===== src/clk_ctrl_pkg.sv =====
// Purpose: Shared constants for the disc decoder clock and event control block
// Assumes: 8-bit registers in 32-bit slots, byte address = printed offset
// Notes:   Offsets of clock and event registers are local choices inside the window
package clk_ctrl_pkg;
   // Register window
   localparam logic [9:0] win_last_a         = 10'h374;
   localparam logic [9:0] own_last_a         = 10'h24c;
   localparam logic [9:0] other_first_a      = 10'h2a0;
   localparam logic [9:0] core_setup_a       = 10'h000;
   localparam logic [9:0] bit_setup_a        = 10'h004;
   localparam logic [9:0] spdif_setup_a      = 10'h008;
   localparam logic [9:0] aux_setup_a        = 10'h00c;
   localparam logic [9:0] serial_setup_a     = 10'h010;
   localparam logic [9:0] latched_flags_a    = 10'h020;
   localparam logic [9:0] live_flags_a       = 10'h024;
   localparam logic [9:0] latched_mask_a     = 10'h028;
   localparam logic [9:0] live_mask_a        = 10'h02c;
   localparam logic [9:0] analog_mult_a      = 10'h2a0;
   localparam logic [9:0] clk_status_a       = 10'h030;
   // Fields
   localparam int         sleep_bit          = 7;
   localparam int         gate_bit           = 7;
   localparam int         bclk_in_bit        = 0;
   localparam int         slave_bit          = 1;
   localparam int         halve_bit          = 0;
   localparam int         reg_w              = 8;
   localparam int         div_w              = 7;
   // Reset values
   localparam logic [7:0] core_setup_rst     = 8'h00;
   localparam logic [7:0] bit_setup_rst      = 8'h17;
   localparam logic [7:0] spdif_setup_rst    = 8'h0b;
   localparam logic [7:0] aux_setup_rst      = 8'h11;
   localparam logic [7:0] zero8              = 8'h00;
   // Clock figures
   localparam real        mult_clk_mhz       = 67.7376;
   localparam int         mult_factor        = 8;
   localparam int         halve_factor       = 2;
   localparam logic [2:0] core_max_sel       = 3'h4;
endpackage : clk_ctrl_pkg


===== src/clk_div_if.sv =====
// Purpose: Carries one divider's control and its enable result
// Assumes: Single clock domain
// Notes:   One instance per derived clock
interface clk_div_if;
   logic [6:0] ratio;
   logic       run;
   logic       tick;
   logic       level;
   modport ctl (output ratio, output run, input tick, input level);
   modport div (input ratio, input run, output tick, output level);
endinterface : clk_div_if


===== src/clk_irq_ctrl.sv =====
// Purpose: Clock control, register window and event aggregation of a disc decoder
// Assumes: clk is the multiplied crystal clock; slower clocks are enables and levels
// Notes:   Host reaches registers through a plain strobe port with one-cycle read data
//
// Overview of operation
// - Multiplied crystal clock is fixed at 67.7376 MHz, eight times crystal.
// - Crystal halving select divides a 16.9344 MHz crystal by two first.
// - Core clock is multiplied clock halved, 50 % duty, further divided by field.
// - Core clock setup holds a sleep control that stops most clocks.
// - RF loop lock needed only for bit-rate to core ratio 0.25 to 2.
// - Serial-audio logic runs on bit clock, which is also driven out.
// - One bit divider register holds ratio and gating enable.
// - S/PDIF output enabled only during audio slave mode.
// - RF sample clock runs at 67.7376 MHz and captures converter samples.
// - External bit clock replaces internal one when serial setup selects input.
// - Debug monitor and external converter clocks set by one auxiliary register.
// - Each 8-bit register sits in a 32-bit slot, upper 24 bits zero.
// - Window spans 000h to 374h, own registers to 24Ch, others from 2A0h.
// - Latched event flags set by hardware, cleared by reading them.
// - Live event flags follow their sources two cycles later, without latching.
// - Every event flag has its own independently writable enable bit.
// - Interrupt output low when any flag and its enable are both set.
// - Masked flags still behave normally and can be polled.
// - Core divider offers factors 2, 4, 8, 16 and 32.
//
// The register offsets and the strobed register port were left to the implementer.
module clk_irq_ctrl #(
   parameter int ev_w = 8
) (
   // Clock and reset
   input  wire logic            clk,
   input  wire logic            rst_b,
   // Register port
   input  wire logic [9:0]      addr,
   input  wire logic [31:0]     wdata,
   input  wire logic            wr,
   input  wire logic            rd,
   output logic      [31:0]     rdata,
   // Event sources
   input  wire logic [ev_w-1:0] latched_src,
   input  wire logic [ev_w-1:0] live_src,
   // Converter samples
   input  wire logic [5:0]      rf_sample,
   output logic      [5:0]      rf_sample_q,
   // Derived clock enables
   output logic                 core_en,
   output logic                 audio_en,
   output logic                 spdif_en,
   output logic                 rf_sample_clock_en,
   // Output clock levels
   output logic                 bit_clk_out,
   output logic                 spdif_enable,
   output logic                 debug_monitor_clock,
   output logic                 external_dac_clock,
   output logic                 crystal_halving_select,
   // External bit clock pin
   input  wire logic            bit_clk_in,
   // Interrupt
   output logic                 irq_b
);
   logic [7:0]      core_setup_r;
   logic [7:0]      bit_setup_r;
   logic [7:0]      spdif_setup_r;
   logic [7:0]      aux_setup_r;
   logic [7:0]      serial_setup_r;
   logic [7:0]      analog_mult_r;
   logic [ev_w-1:0] latched_flags_r;
   logic [ev_w-1:0] latched_mask_r;
   logic [ev_w-1:0] live_mask_r;
   logic [ev_w-1:0] live_s1_r;
   logic [ev_w-1:0] live_flags_r;
   logic [ev_w-1:0] latch_s1_r;
   logic [ev_w-1:0] latch_s2_r;
   logic [31:0]     rdata_r;
   logic [31:0]     rdata_nxt;
   logic [2:0]      core_sel_r;
   logic            core_half_r;
   logic [4:0]      core_cnt_r;
   logic [4:0]      core_lim;
   logic            core_en_r;
   logic            sleep;
   logic            bclk_s1_r;
   logic            bclk_s2_r;
   logic            bclk_s3_r;
   logic            ext_tick;
   logic [5:0]      rf_q_r;

   clk_div_if bit_if ();
   clk_div_if spd_if ();
   clk_div_if mon_if ();
   clk_div_if dac_if ();

   // Sleep stops the derived domains, the RF capture keeps running
   assign sleep = core_setup_r[clk_ctrl_pkg::sleep_bit];

   // Core divide: 2 from the half-rate toggle, times 1..16 more
   always_comb begin
      case (core_sel_r)
         3'h0:    core_lim = 5'h00;
         3'h1:    core_lim = 5'h01;
         3'h2:    core_lim = 5'h03;
         3'h3:    core_lim = 5'h07;
         3'h4:    core_lim = 5'h0f;
         default: core_lim = 5'h00;
      endcase
   end

   always_ff @(posedge clk or negedge rst_b) begin
      if (!rst_b) begin
         core_half_r <= 1'b0;
         core_cnt_r  <= 5'h00;
         core_en_r   <= 1'b0;
         core_sel_r  <= 3'h0;
      end else begin
         core_en_r   <= 1'b0;
         core_half_r <= !core_half_r;
         if (core_half_r) begin
            if (core_cnt_r >= core_lim) begin
               core_cnt_r <= 5'h00;
               core_en_r  <= !sleep;
               // Ratio change only at a period boundary
               if (core_setup_r[2:0] <= clk_ctrl_pkg::core_max_sel) begin
                  core_sel_r <= core_setup_r[2:0];
               end
            end else begin
               core_cnt_r <= core_cnt_r + 5'h01;
            end
         end
      end
   end
   assign core_en = core_en_r;

   // Bit clock, S/PDIF and auxiliary dividers
   assign bit_if.ratio = bit_setup_r[clk_ctrl_pkg::div_w-1:0];
   assign bit_if.run   = !sleep && !(bit_setup_r[clk_ctrl_pkg::gate_bit] && bit_clk_in_sel());
   assign spd_if.ratio = spdif_setup_r[clk_ctrl_pkg::div_w-1:0];
   assign spd_if.run   = !sleep && serial_setup_r[clk_ctrl_pkg::slave_bit];
   assign mon_if.ratio = {3'h0, aux_setup_r[3:0]};
   assign mon_if.run   = !sleep;
   assign dac_if.ratio = {3'h0, aux_setup_r[7:4]};
   assign dac_if.run   = !sleep;

   function automatic logic bit_clk_in_sel();
      bit_clk_in_sel = serial_setup_r[clk_ctrl_pkg::bclk_in_bit];
   endfunction : bit_clk_in_sel

   clk_div u_bit (.clk(clk), .rst_b(rst_b), .src_en(1'b1), .d(bit_if.div));
   clk_div u_spd (.clk(clk), .rst_b(rst_b), .src_en(1'b1), .d(spd_if.div));
   clk_div u_mon (.clk(clk), .rst_b(rst_b), .src_en(1'b1), .d(mon_if.div));
   clk_div u_dac (.clk(clk), .rst_b(rst_b), .src_en(1'b1), .d(dac_if.div));

   // External bit clock: synchronise, then rising edge detect
   always_ff @(posedge clk or negedge rst_b) begin
      if (!rst_b) begin
         bclk_s1_r <= 1'b0;
         bclk_s2_r <= 1'b0;
         bclk_s3_r <= 1'b0;
      end else begin
         bclk_s1_r <= bit_clk_in;
         bclk_s2_r <= bclk_s1_r;
         bclk_s3_r <= bclk_s2_r;
      end
   end
   assign ext_tick = bclk_s2_r && !bclk_s3_r;

   assign audio_en    = bit_clk_in_sel() ? (ext_tick && !sleep) : bit_if.tick;
   assign bit_clk_out = bit_clk_in_sel() ? 1'b0 : bit_if.level;
   assign spdif_en    = spd_if.tick;
   assign spdif_enable = serial_setup_r[clk_ctrl_pkg::slave_bit];
   assign debug_monitor_clock = mon_if.level;
   assign external_dac_clock  = dac_if.level;
   assign crystal_halving_select = analog_mult_r[clk_ctrl_pkg::halve_bit];

   // RF sample capture on every multiplied clock cycle
   assign rf_sample_clock_en = 1'b1;
   always_ff @(posedge clk or negedge rst_b) begin
      if (!rst_b) begin
         rf_q_r <= 6'h00;
      end else begin
         rf_q_r <= rf_sample;
      end
   end
   assign rf_sample_q = rf_q_r;

   // Register writes
   always_ff @(posedge clk or negedge rst_b) begin
      if (!rst_b) begin
         core_setup_r   <= clk_ctrl_pkg::core_setup_rst;
         bit_setup_r    <= clk_ctrl_pkg::bit_setup_rst;
         spdif_setup_r  <= clk_ctrl_pkg::spdif_setup_rst;
         aux_setup_r    <= clk_ctrl_pkg::aux_setup_rst;
         serial_setup_r <= clk_ctrl_pkg::zero8;
         analog_mult_r  <= clk_ctrl_pkg::zero8;
         latched_mask_r <= '0;
         live_mask_r    <= '0;
      end else if (wr) begin
         case (addr)
            clk_ctrl_pkg::core_setup_a:   core_setup_r   <= wdata[7:0];
            clk_ctrl_pkg::bit_setup_a:    bit_setup_r    <= wdata[7:0];
            clk_ctrl_pkg::spdif_setup_a:  spdif_setup_r  <= wdata[7:0];
            clk_ctrl_pkg::aux_setup_a:    aux_setup_r    <= wdata[7:0];
            clk_ctrl_pkg::serial_setup_a: serial_setup_r <= wdata[7:0];
            clk_ctrl_pkg::analog_mult_a:  analog_mult_r  <= wdata[7:0];
            clk_ctrl_pkg::latched_mask_a: latched_mask_r <= wdata[ev_w-1:0];
            clk_ctrl_pkg::live_mask_a:    live_mask_r    <= wdata[ev_w-1:0];
            default:                      ;
         endcase
      end
   end

   // Event inputs come from other logic domains: two stages each
   always_ff @(posedge clk or negedge rst_b) begin
      if (!rst_b) begin
         latch_s1_r   <= '0;
         latch_s2_r   <= '0;
         live_s1_r    <= '0;
         live_flags_r <= '0;
      end else begin
         latch_s1_r   <= latched_src;
         latch_s2_r   <= latch_s1_r;
         live_s1_r    <= live_src;
         live_flags_r <= live_s1_r;
      end
   end

   // Sticky flags; a new event wins over the read clear
   always_ff @(posedge clk or negedge rst_b) begin
      if (!rst_b) begin
         latched_flags_r <= '0;
      end else if (rd && addr == clk_ctrl_pkg::latched_flags_a) begin
         latched_flags_r <= latch_s2_r;
      end else begin
         latched_flags_r <= latched_flags_r | latch_s2_r;
      end
   end

   // Read data, upper 24 bits zero, unmapped reads zero
   always_comb begin
      rdata_nxt = 32'h0000_0000;
      case (addr)
         clk_ctrl_pkg::core_setup_a:    rdata_nxt[7:0] = core_setup_r;
         clk_ctrl_pkg::bit_setup_a:     rdata_nxt[7:0] = bit_setup_r;
         clk_ctrl_pkg::spdif_setup_a:   rdata_nxt[7:0] = spdif_setup_r;
         clk_ctrl_pkg::aux_setup_a:     rdata_nxt[7:0] = aux_setup_r;
         clk_ctrl_pkg::serial_setup_a:  rdata_nxt[7:0] = serial_setup_r;
         clk_ctrl_pkg::analog_mult_a:   rdata_nxt[7:0] = analog_mult_r;
         clk_ctrl_pkg::latched_flags_a: rdata_nxt[ev_w-1:0] = latched_flags_r;
         clk_ctrl_pkg::live_flags_a:    rdata_nxt[ev_w-1:0] = live_flags_r;
         clk_ctrl_pkg::latched_mask_a:  rdata_nxt[ev_w-1:0] = latched_mask_r;
         clk_ctrl_pkg::live_mask_a:     rdata_nxt[ev_w-1:0] = live_mask_r;
         clk_ctrl_pkg::clk_status_a:    rdata_nxt[3:0] = {core_sel_r, sleep};
         default:                       rdata_nxt = 32'h0000_0000;
      endcase
   end

   always_ff @(posedge clk or negedge rst_b) begin
      if (!rst_b) begin
         rdata_r <= 32'h0000_0000;
      end else if (rd && addr <= clk_ctrl_pkg::win_last_a) begin
         rdata_r <= rdata_nxt;
      end else begin
         rdata_r <= 32'h0000_0000;
      end
   end
   assign rdata = rdata_r;

   // Active-low interrupt from enabled flags
   always_ff @(posedge clk or negedge rst_b) begin
      if (!rst_b) begin
         irq_b <= 1'b1;
      end else begin
         irq_b <= !(|(latched_flags_r & latched_mask_r) ||
                    |(live_flags_r & live_mask_r));
      end
   end
endmodule : clk_irq_ctrl


===== src/clk_div.sv =====
// Purpose: Glitch-free programmable divider producing an enable and a 50 % level
// Assumes: ratio = half period minus one, in source cycles
// Notes:   New ratio only taken at a period boundary
module clk_div (
   // Clock and reset
   input  wire logic clk,
   input  wire logic rst_b,
   input  wire logic src_en,
   // Control
   clk_div_if.div    d
);
   logic [6:0] cnt_r;
   logic [6:0] ratio_r;
   logic       lvl_r;
   logic       tick_r;

   always_ff @(posedge clk or negedge rst_b) begin
      if (!rst_b) begin
         cnt_r   <= 7'h00;
         ratio_r <= 7'h00;
         lvl_r   <= 1'b0;
         tick_r  <= 1'b0;
      end else begin
         tick_r <= 1'b0;
         if (!d.run) begin
            // Stop only on a low phase so no runt high remains
            if (src_en && lvl_r) begin
               if (cnt_r >= ratio_r) begin
                  cnt_r <= 7'h00;
                  lvl_r <= 1'b0;
               end else begin
                  cnt_r <= cnt_r + 7'h01;
               end
            end
            if (!lvl_r) begin
               cnt_r   <= 7'h00;
               ratio_r <= d.ratio;
            end
         end else if (src_en) begin
            if (cnt_r >= ratio_r) begin
               cnt_r <= 7'h00;
               lvl_r <= !lvl_r;
               if (!lvl_r) begin
                  tick_r <= 1'b1;
               end
               if (lvl_r) begin
                  ratio_r <= d.ratio;
               end
            end else begin
               cnt_r <= cnt_r + 7'h01;
            end
         end
      end
   end

   assign d.tick  = tick_r;
   assign d.level = lvl_r;
endmodule : clk_div


===== config.mk =====
export PLATFORM = sky130hd
export DESIGN_NAME = clk_irq_ctrl
export DESIGN_NICKNAME = d
export VERILOG_FILES = /design/src/clk_ctrl_pkg.sv /design/src/clk_div_if.sv /design/src/clk_irq_ctrl.sv /design/src/clk_div.sv
export SDC_FILE = /design/constraint.sdc
export NUM_CORES = 1
export LEC_CHECK = 0
export BUFFER_PORTS_ARGS = -buffer_cell sky130_fd_sc_hd__buf_2
export CAP_MARGIN = 5
export CORE_ASPECT_RATIO = 2
export CORE_MARGIN = 10
export CORE_UTILIZATION = 55
export DETAILED_ROUTE_END_ITERATION = 7
export MAX_ROUTING_LAYER = met4
export PLACE_DENSITY = 0.76
export SYNTH_ARGS = -nofsm -noshare
export SYNTH_HDL_FRONTEND = slang
export SYNTH_HIERARCHICAL = 1
export SYNTH_SLANG_ARGS = --single-unit

===== constraint.sdc =====
create_clock -name clk -period 6.4 [get_ports clk]
set_input_delay 0.64 -clock clk [delete_from_list [all_inputs] [get_ports clk]]
set_output_delay 0.64 -clock clk [all_outputs]
set_load 0.02 [all_outputs]

Word-level counts from Yosys, hierarchy flattened
Index checks and enable logic that the tools add are counted.

word-level totals
  bits of input ports = 69
  output and inout bits = 48
  logic and storage cells = 171
  register bits = 218

cells by class
  order comparisons = 7
  $add $sub $neg = 5
  reductions and logical operators = 37
  mux-type cells = 60
  equal/unequal tests = 22
  bitwise gates (word level) = 3

operator list
  cell                  number
  $mux 7                28
  $eq 10x6->1 const B   5
  $pmux 4 s11           1
  $pmux 4 s10           1
  $add 7x1->7 const B   4
  $ge 7x7->1            4
  $mux 1                26
  $eq 10x4->1 const B   2
  $and 8x8->8           2
  $mux 8                2
  $pmux 4 s4            1
  $reduce_and 2->1      8
  $reduce_or 8->1       2
  $reduce_and 3->1      5
  $ne 2x2->1 const B    6
  $eq 10x10->1 const B  1
  $eq 10x3->1 const B   1
  $eq 10x5->1 const B   1
  $le 10x10->1 const B  1
  $logic_not 10->1      1
  $logic_not 1->1       9
  $or 8x8->8            1
  $reduce_bool 2->1     4
  $logic_and 1x1->1     7
  other kinds (9)       11

Longest topological paths before layout
Gate-level depths: netlist (run 1).

  depth in word-level cells = 5
  depth in mapped cells = 9

Cells and area by module
Netlist (run 1), hierarchy kept.

by module, submodules not included
  module        times used  cells an instance  area an instance (sq um)
  clk_irq_ctrl  1           429                5704.2
  clk_div       4           84                 890.9

Least setup slack after synthesis (run 1)
No wires, ideal clock.

  kind = input to register
  from = input addr[1]
  to = register analog_mult_r[0]
  path buffers = 1
  stages = 5
  setup slack = 4157 ps
  library setup time = 125 ps
  data arrival time = 2119 ps
  required time = 6275 ps
  path through = or4_1 -> buf_2 -> nor4_4 -> nand2_2 -> mux2_2

between the ends
  longest elaborated chain between the ends = 2

RTL lines
  element                            RTL line             text
  start: declaration                 clk_irq_ctrl.sv:34   input wire logic [9:0] addr,
  $eq 10x10->1                       clk_irq_ctrl.sv:197  case (addr)
  $reduce_and 2->1 (no source line)  --
  end signal: assignment             clk_irq_ctrl.sv:193  analog_mult_r <= clk_ctrl_pkg::zero8;
  end signal: assignment             clk_irq_ctrl.sv:203  clk_ctrl_pkg::analog_mult_a: analog_mult_r <= wdata[7:0];
  end: declaration                   clk_irq_ctrl.sv:66   logic [7:0] analog_mult_r;

No other way between the ends.
A chain may end at the register's enable or synchronous reset.

Worst setup path in the final report (run 1)
  from = register core_sel_r[1]
  to = register core_sel_r[0]

between the ends
  longest elaborated chain between the ends = 4
  elaborated cells on any way between the ends = 7

RTL lines
  element                                   RTL line             text
  start: declaration                        clk_irq_ctrl.sv:76   logic [2:0] core_sel_r;
  start signal: assignment                  clk_irq_ctrl.sv:123  core_sel_r <= core_setup_r[2:0];
  $eq 3x3->1, or another cell as far along  clk_irq_ctrl.sv:98   case (core_sel_r)
  $pmux 4 s4 (*)                            clk_irq_ctrl.sv:98
  $ge 5x5->1 (*)                            clk_irq_ctrl.sv:118  if (core_cnt_r >= core_lim) begin
  $reduce_and 3->1 (no source line) (*)     --

Mark *: on every way between the ends. The rest lies on a longest branch, timed or not.

==> results of run 1 <==
-- stage by stage --
stage | power (mW) | hold WS (ns) | std cells | area (sq um) | util
after detailed placement | 2.09 | 0.335 | 1028 | 9700 | 0.593
after global placement | 2.06 | 0.331 | 1028 | 9700 | 0.593
after CTS | 3.10 | 0.293 | 1060 | 10300 | 0.628
after floorplan | 1.93 | 0.331 | 796 | 9340 | -
after global routing | 3.25 | 0.294 | 1060 | 10300 | 0.628
final | 3.07 | 0.289 | 1060 | 10300 | 0.628
-- registers in the layout (all words and copies together), names as in the netlist, 8 cells and up --
name and cells:
analog_mult_r 8, aux_setup_r 8, bit_setup_r 8, core_setup_r 8
latch_s1_r 8, latch_s2_r 8, latched_flags_r 8, latched_mask_r 8
live_flags_r 8, live_mask_r 8, live_s1_r 8, rdata 8
serial_setup_r 8, spdif_setup_r 8
-- metal layers --
metal	share of wire	GRT usage	up-vias
li1	-	-	2858
met1	0.36	0.179	3041
met2	0.54	0.334	180
met3	0.042	0.0422	66
met4	0.063	0.132	0
met5	0	-	-
-- layout make-up --
class,count,share of cell area
multi-input cells,520,0.396
flip-flops and latches,194,0.474
clock buffers,23,0.0466
inverters,41,0.0150
repair buffers,69,0.0350
clock inverters,9,0.00792
well taps,204,0.0249
-- placed cells by master (no fill, tap or decap), types with 12 or more instances in the layout --
master,n
a22oi_1,12
buf_2,66
ha_1,37
dfrtp_1,184
inv_1,41
nand3_1,26
xor2_1,16
nor2_1,52
conb_1,35
nand2_1,44
clkbuf_16,17
nor3_1,13
o21ai_0,21
a21oi_1,22
mux2_2,99
-- worst max-delay path, delay by kind of cell, from the launching register on --
| kind | cells | cell delay, ns |
|---|---|---|
| adders and majority gates | 1 | 0.27 |
| and+or+nand+nor | 2 | 0.69 |
| AOI/OAI and AO/OA | 4 | 1.30 |
| DFF | 1 | 0.42 |
-- where the power goes --
part,total [mW],internal (mW),switching (mW)
clock,1.00,0.565,0.436
sequential,1.43,1.34,0.0961
combinational,0.635,0.273,0.362
-- final timing paths --
path | start | endpoint | slack, ns | depth (start not counted)
worst min-delay path | rst_b | latch_s2_r[6]$_DFF_PN0_ | 0.29 | 1
max in group asynchronous | rst_b | latch_s1_r[3]$_DFF_PN0_ | 4.49 | 2
worst min register to register | latch_s1_r[2]$_DFF_PN0_ | latch_s2_r[2]$_DFF_PN0_ | 0.34 | 0
worst max-delay path | core_sel_r[1]$_DFFE_PN0P_ | core_sel_r[0]$_DFFE_PN0P_ | 3.65 | 7
min in group clk | live_src[7] | live_s1_r[7]$_DFF_PN0_ | 0.31 | 1
worst max register to register | core_sel_r[1]$_DFFE_PN0P_ | core_sel_r[0]$_DFFE_PN0P_ | 3.65 | 7
==> run summary, run 1 <==
CP Cell Sequence = nor2_1 > a21oi_1 > ha_1 > o21ai_0 > a211oi_1 > nor3b_1 > a2bb2oi_1
cts bufs inserted = 17
Vias = 6145
largest net degree at the start of global routing = 110
fin. max-slew vios = 0
TritonCTS clock tree = built
CP required = 6.75 ns
Remaining Overflow, GRT = 0
Die H = 203 microns
root buffer cell = clkbuf_16
Final TNS setup = 0 ns
Worst EP arrival = 3.10 ns
final setup slack of the worst path = 3.65 ns
DR pass1 iterations = 4
Routed WL per cell = 19.4 microns
Routed Antenna Nets = 0
Setup CP Type = register to register
RSZ-0062 raised after global routing = false
outcome = completed
Starting Density = 0.564
Die X = 112 microns
peak supply drop = 0.251 mV
CTS clk-pin slew, worst paths = 0.06 ns
vias in the first global route = 6516
final setup violation count = 0
diodes inserted = 0
dpl hpwl = 15600 microns
htree depth = 4
pre-CTS WS = 3.38 ns
Routed WL = 20500 microns
clock sinks = 194
Core ar. = 16400 sq um
Die Area = 22700 sq um
Max Freq = 0.364 GHz
PortBufs = 67
Post-Syn Area = 9220 sq um
pwr/cell area = 299 nW/um^2
final worst-path cycle share = 0.429
Fin. Hold Viols = 0
Area Overhead vs Synth = 11.3%
Post-CTS Hold Buffers = 0
mean post-synth cell area = 12.1 sq um
max cap viols = 0
Relative slew margins = 0.250
Tmin final = 2.75 ns
first-pass GRT wire length = 33400 microns
Layout Nets = 949
Rows = 66
Skew-Pair Late Insertion Delay = 0.43 ns
HP Class = input port to asynchronous set/reset pin
global-route usage over all layers = 0.190
Mapped Cells = 763
sequential cell area = 4870 sq um
gpl congestion = 1.01
Slew @ Worst Pin = 1.12 ns
Leakage = 4.84 nW
cts repair resizes = 0
Vias per Instance = 5.80
share of post-route cells with drive strength above 1 = 0.275
critical path's slowest cell = a211oi_1
initial antenna violation count = 0
initial drt markers = 429
Worst Setup Start Kind = register
slowest stage delay, CP = 0.90 ns
fillers = 1317
skew final = 0.00652 ns
Post-CTS Setup Inserts = 0
Clock Tree Buf Depth = 2
# DRC = 0
# IOs = 117
Multi-input gate area = 4070 sq um
Max FO, Critical Path = 11
Crit. End Element = register
synth warn = 6
No activity file was read; power rests on OpenSTA's default activity.
==> inputs of run 2 (changes only) <==
--- a/config.mk
+++ b/config.mk
@@ -9,10 +9,10 @@
 export CAP_MARGIN = 5
 export CORE_ASPECT_RATIO = 2
 export CORE_MARGIN = 10
-export CORE_UTILIZATION = 55
+export CORE_UTILIZATION = 53
 export DETAILED_ROUTE_END_ITERATION = 7
 export MAX_ROUTING_LAYER = met4
-export PLACE_DENSITY = 0.76
+export PLACE_DENSITY = 0.77
 export SYNTH_ARGS = -nofsm -noshare
 export SYNTH_HDL_FRONTEND = slang
 export SYNTH_HIERARCHICAL = 1
==> constraint.sdc (replaced) <==
create_clock -name clk -period 2.2 [get_ports clk]
set_input_delay 0.22 -clock clk [delete_from_list [all_inputs] [get_ports clk]]
set_output_delay 0.22 -clock clk [all_outputs]
set_load 0.02 [all_outputs]
==> run summary, run 2 (same netlist as run 1, synthesis figures left out) <==
final setup violation count = 0
fillers = 1356
initial antenna violation count = 0
Max FO, Critical Path = 7
CP Cell Sequence = inv_1 > ha_1 > nand2b_4 > a211o_1 > a211oi_4 > a22oi_4 > mux2_2
Max Freq = 0.474 GHz
Layout Nets = 1033
critical path depth = 7
first-pass GRT wire length = 37500 microns
Die H = 207 microns
share of post-route cells with drive strength above 1 = 0.322
Clock Tree Buf Depth = 2
final worst-path cycle share = 0.960
cts bufs inserted = 17
global-route usage over all layers = 0.212
commonest non-fill, non-tap cells in the layout = 183 x dfrtp_1, 99 x mux2_2, 66 x buf_2, 60 x buf_4, 51 x nor2_1
PortBufs = 67
Die Area = 23400 sq um
area post-placement = 10200 sq um
clock sinks = 194
Core ar. = 17200 sq um
dpl hpwl = 17400 microns
fin. max-slew vios = 0
Tmin final = 2.11 ns
Crit. End Element = register
design area = 11000 sq um
Area Overhead vs Synth = 19.7%
Setup CP Type = register to register
diodes inserted = 0
Slew @ Worst Pin = 0.557 ns
skew final = 0.00773 ns
non-filler cells, final = 1150
Routed Antenna Nets = 0
CP required = 2.51 ns
commonest non-fill, non-tap cell in the layout = dfrtp_1
pwr/cell area = 860 nW/um^2
outcome = completed
Starting Density = 0.536
initial drt markers = 261
critical path's slowest cell = dfrtp_1
dpl cells = 1092
cell count of the worst reg-to-reg path = 7
Routed WL = 23200 microns
Die X = 113 microns
# IOs = 117
DR pass1 iterations = 5
peak supply drop = 0.653 mV
Vias per Instance = 5.76
Vias = 6625
CTS clk-pin slew, worst paths = 0.07 ns
slowest stage delay, CP = 0.38 ns
# DRC = 0
Remaining Overflow, GRT = 0
TritonCTS clock tree = built
largest net degree at the start of global routing = 57
gpl congestion = 0.999
CP top delay family = compound AO/OA/AOI/OAI gates
Skew-Pair Late Insertion Delay = 0.43 ns
hold path depth = 2
root buffer cell = clkbuf_16
Relative slew margins = 0.625
vias in the first global route = 7300
Buffers & Inverters on Critical Path = 1
htree depth = 4
Fin. Hold Viols = 0
Worst EP arrival = 2.42 ns
Leakage = 5.26 nW
Final TNS setup = 0 ns
max cap viols = 0
Routed WL per cell = 20.2 microns
HP Class = input port to register
Worst Setup Start Kind = register
Rows = 68
-- run 2: cell type report --
class | count | area [sq um] | area share
multi-input combinational | 520 | 4100 | 0.372
sequential | 194 | 4870 | 0.441
clock inverter | 14 | 155 | 0.0141
timing repair buffer | 153 | 1070 | 0.0966
clock buffer | 18 | 429 | 0.0389
tap | 210 | 263 | 0.0238
inverter | 41 | 154 | 0.0139
-- run 2: routing by layer --
metal	up-vias	track usage	wire length, microns
li1	3018	-	-
met1	3286	0.193	7830
met2	216	0.381	12800
met3	105	0.0337	716
met4	0	0.168	1880
met5	-	-	0
-- run 2: final timing paths --
kind	start	end	slack, ns
setup / recovery	u_mon/cnt_r[0]$_DFFE_PN0P_	u_mon/ratio_r[2]$_DFFE_PN0P_	0.09
hold / removal	wdata[2]	spdif_setup_r[2]$_DFFE_PN0P_	0.20
setup reg to reg	u_mon/cnt_r[0]$_DFFE_PN0P_	u_mon/ratio_r[2]$_DFFE_PN0P_	0.09
hold reg to reg	latch_s1_r[4]$_DFF_PN0_	latch_s2_r[4]$_DFF_PN0_	0.35
max in group asynchronous	rst_b	spdif_setup_r[0]$_DFFE_PN1P_	1.17
min in group asynchronous	rst_b	latch_s2_r[3]$_DFF_PN0_	0.32
-- run 2: what timing repair did --
item	CTS	global route
endpoints found under the setup margin	9	39
gates cloned	0	0
buffers inserted	0	2
hold endpoints to repair	68	0
hold buffers	24	0
pin swaps	0	5
gates resized for setup	3	9
-- run 2: per-stage QoR --
stage	setup WS, ns	hold slack (ns)	power, mW	util
2_1_floorplan	0.121	-0.0756	5.61	-
3_3_place_gp	-0.0136	0.209	6.24	0.591
3_5_place_dp	0.00170	0.213	6.33	0.591
4_1_cts	0.0196	0.176	9.46	0.639
5_1_grt	-0.0129	0.182	10.0	0.642
6_report	0.0885	0.202	9.49	0.642
-- run 2: where the power goes --
group | switching, mW | internal [mW]
Sequential | 0.281 | 3.89
Combinational | 1.16 | 1.07
Clock | 1.39 | 1.69
Total | 2.83 | 6.66
==> inputs of run 3 (changes only) <==
==> constraint.sdc (replaced) <==
create_clock -name clk -period 1.9 [get_ports clk]
set_input_delay 0.19 -clock clk [delete_from_list [all_inputs] [get_ports clk]]
set_output_delay 0.19 -clock clk [all_outputs]
set_load 0.02 [all_outputs]
==> run summary, run 3 (same netlist as run 1, synthesis figures left out) <==
Skew-Pair Late Insertion Delay = 0.44 ns
hold_sp = rd
Remaining Overflow, GRT = 0
Max FO, Critical Path = 7
gpl congestion = 1.08
fillers = 1193
Routed Antenna Nets = 0
pre-CTS WS = -0.197 ns
Setup CP Type = register to register
initial drt markers = 304
slowest stage delay, CP = 0.41 ns
largest net degree at the start of global routing = 74
Worst R2R Start = u_mon/cnt_r[0]$_DFFE_PN0P_
max cap viols = 0
Die H = 207 microns
cell count of the worst reg-to-reg path = 7
htree depth = 4
Die Area = 23400 sq um
diodes inserted = 0
Layout Nets = 1089
final setup slack of the worst path = -0.162 ns
logic gate share of total power = 0.328
Routed WL per cell = 21.4 microns
total power draw = 12.4 mW
outcome = finished with violations
Area Overhead vs Synth = 29.6%
Max Freq = 0.485 GHz
Sw Share = 0.323
Slew @ Worst Pin = 0.615 ns
RSZ-0062 raised after global routing = true
# IOs = 117
critical path's slowest cell = dfrtp_1
CTS clk-pin slew, worst paths = 0.08 ns
P_int = 8.38 mW
Worst Hold End = rdata[0]$_DFF_PN0_
skew final = 0.0102 ns
cts bufs inserted = 17
Starting Density = 0.536
Core ar. = 17200 sq um
vias in the first global route = 7717
failing checks = negative setup slack
CP Cell Sequence = inv_2 > ha_4 > nand2b_4 > a211o_1 > a211oi_4 > a22oi_4 > mux2_4
share of post-route cells with drive strength above 1 = 0.424
Routed WL = 25800 microns
DR pass1 iterations = 4
final worst-path cycle share = 1.09
Leakage = 5.63 nW
Relative slew margins = 0.590
HP Class = input port to register
pwr/cell area = 1040 nW/um^2
Tmin final = 2.06 ns
Worst EP arrival = 2.39 ns
Crit. End Element = register
CP required = 2.23 ns
hold path depth = 3
Clock Tree Buf Depth = 2
worst reg2reg setup slack = -0.16 ns
Final TNS setup = -4.27 ns
Reg2Reg Capture Point = u_mon/ratio_r[1]$_DFFE_PN0P_
peak supply drop = 0.777 mV
TritonCTS clock tree = built
commonest non-fill, non-tap cell in the layout = dfrtp_1
Fin. Hold Viols = 0
Vias per Instance = 5.79
Worst Setup Start Kind = register
Rows = 68
clock sinks = 194
global-route usage over all layers = 0.227
commonest non-fill, non-tap cells in the layout = 182 x dfrtp_1, 107 x buf_4, 89 x mux2_2, 66 x buf_2, 43 x nand2_1
PortBufs = 67
Die X = 113 microns
Switch Pwr = 3.99 mW
clock power share = 0.281
Vias = 6983
fin. max-slew vios = 0
initial antenna violation count = 0
# DRC = 0
first-pass GRT wire length = 39900 microns
sequential share of power = 0.391
dpl hpwl = 18600 microns
root buffer cell = clkbuf_16
final setup violation count = 47
## run 3: cell types whose count changed in the layout (fill, tap and decap cells not counted), moves of 7 or more
| cell | delta |
|---|---|
| a21oi_1 | -8 |
| a21oi_2 | +8 |
| buf_4 | +47 |
| ha_1 | -8 |
| ha_4 | +7 |
| mux2_2 | -10 |
| mux2_4 | +10 |
| nand3_1 | -7 |
| nor2_1 | -10 |
| nor2_2 | +8 |
| o21ai_0 | -10 |
## run 3: metrics by stage
stage                util  std cells  cell area (sq um)  hold slack, ns
floorplan               -        796               9340          -0.106
global placement    0.611       1132              10500           0.254
detailed placement  0.611       1132              10500           0.261
CTS                 0.673       1196              11600           0.100
global route        0.695       1206              11900           0.123
finish              0.695       1206              11900           0.117
## run 3: how the worst max path moves through the flow
stage	from	end	slack (ns)	cells past startpoint
3_3_place_gp	addr[7]	rdata[2]$_DFF_PN0_	-0.16	7
2_1_floorplan	u_bit/cnt_r[0]$_DFFE_PN0P_	u_bit/ratio_r[0]$_DFFE_PN0P_	-0.12	7
3_5_place_dp	core_sel_r[1]$_DFFE_PN0P_	core_cnt_r[3]$_DFFE_PN0P_	-0.20	8
4_1_cts	u_mon/cnt_r[0]$_DFFE_PN0P_	u_mon/ratio_r[2]$_DFFE_PN0P_	-0.12	7
6_report	u_mon/cnt_r[0]$_DFFE_PN0P_	u_mon/ratio_r[1]$_DFFE_PN0P_	-0.16	7
5_1_grt	u_mon/cnt_r[0]$_DFFE_PN0P_	u_mon/cnt_r[5]$_DFFE_PN0P_	-0.23	9
## run 3: timing repair
item                                    CTS  global route
resized for setup                        50            71
hold buffers                             24             0
pin swaps                                23            41
endpoints found under the setup margin   59            69
buffers inserted                          8            13
gates cloned                              0             0
endpoints found under the hold margin    82             0
## run 3: critical path: cells and delay by family (launching register included)
family / cells / cell delay, ns
AOI/OAI and AO/OA: 3 / 0.79
adders and majority gates: 1 / 0.20
buffers and inverters: 1 / 0.09
DFF: 1 / 0.41
muxes: 1 / 0.33
and+or+nand+nor: 1 / 0.12
## run 3: area by class of cell
cell class	instances	area, sq um	area share
Tap cell	210	263	0.0220
Clock inverter	12	97.6	0.00817
Inverter	41	154	0.0129
Timing Repair Buffer	209	1550	0.130
Clock buffer	20	467	0.0391
Sequential cell	194	4870	0.408
Multi-Input combinational cell	520	4540	0.380
## run 3: metal layers
metal | up-vias | GRT usage | wire length, microns
met5 | - | - | 0
met3 | 101 | 0.0323 | 869
met4 | 0 | 0.174 | 1850
li1 | 3117 | - | -
met1 | 3525 | 0.204 | 8640
met2 | 240 | 0.415 | 14500
## run 3: power groups by stage
stage	logic, mW	registers, mW	clock network, mW
4_1_cts	3.24	4.82	3.50
5_1_grt	4.39	4.89	3.66
6_report	4.05	4.84	3.47
2_1_floorplan	1.65	4.86	0
3_5_place_dp	2.68	4.86	0
3_3_place_gp	2.56	4.84	0
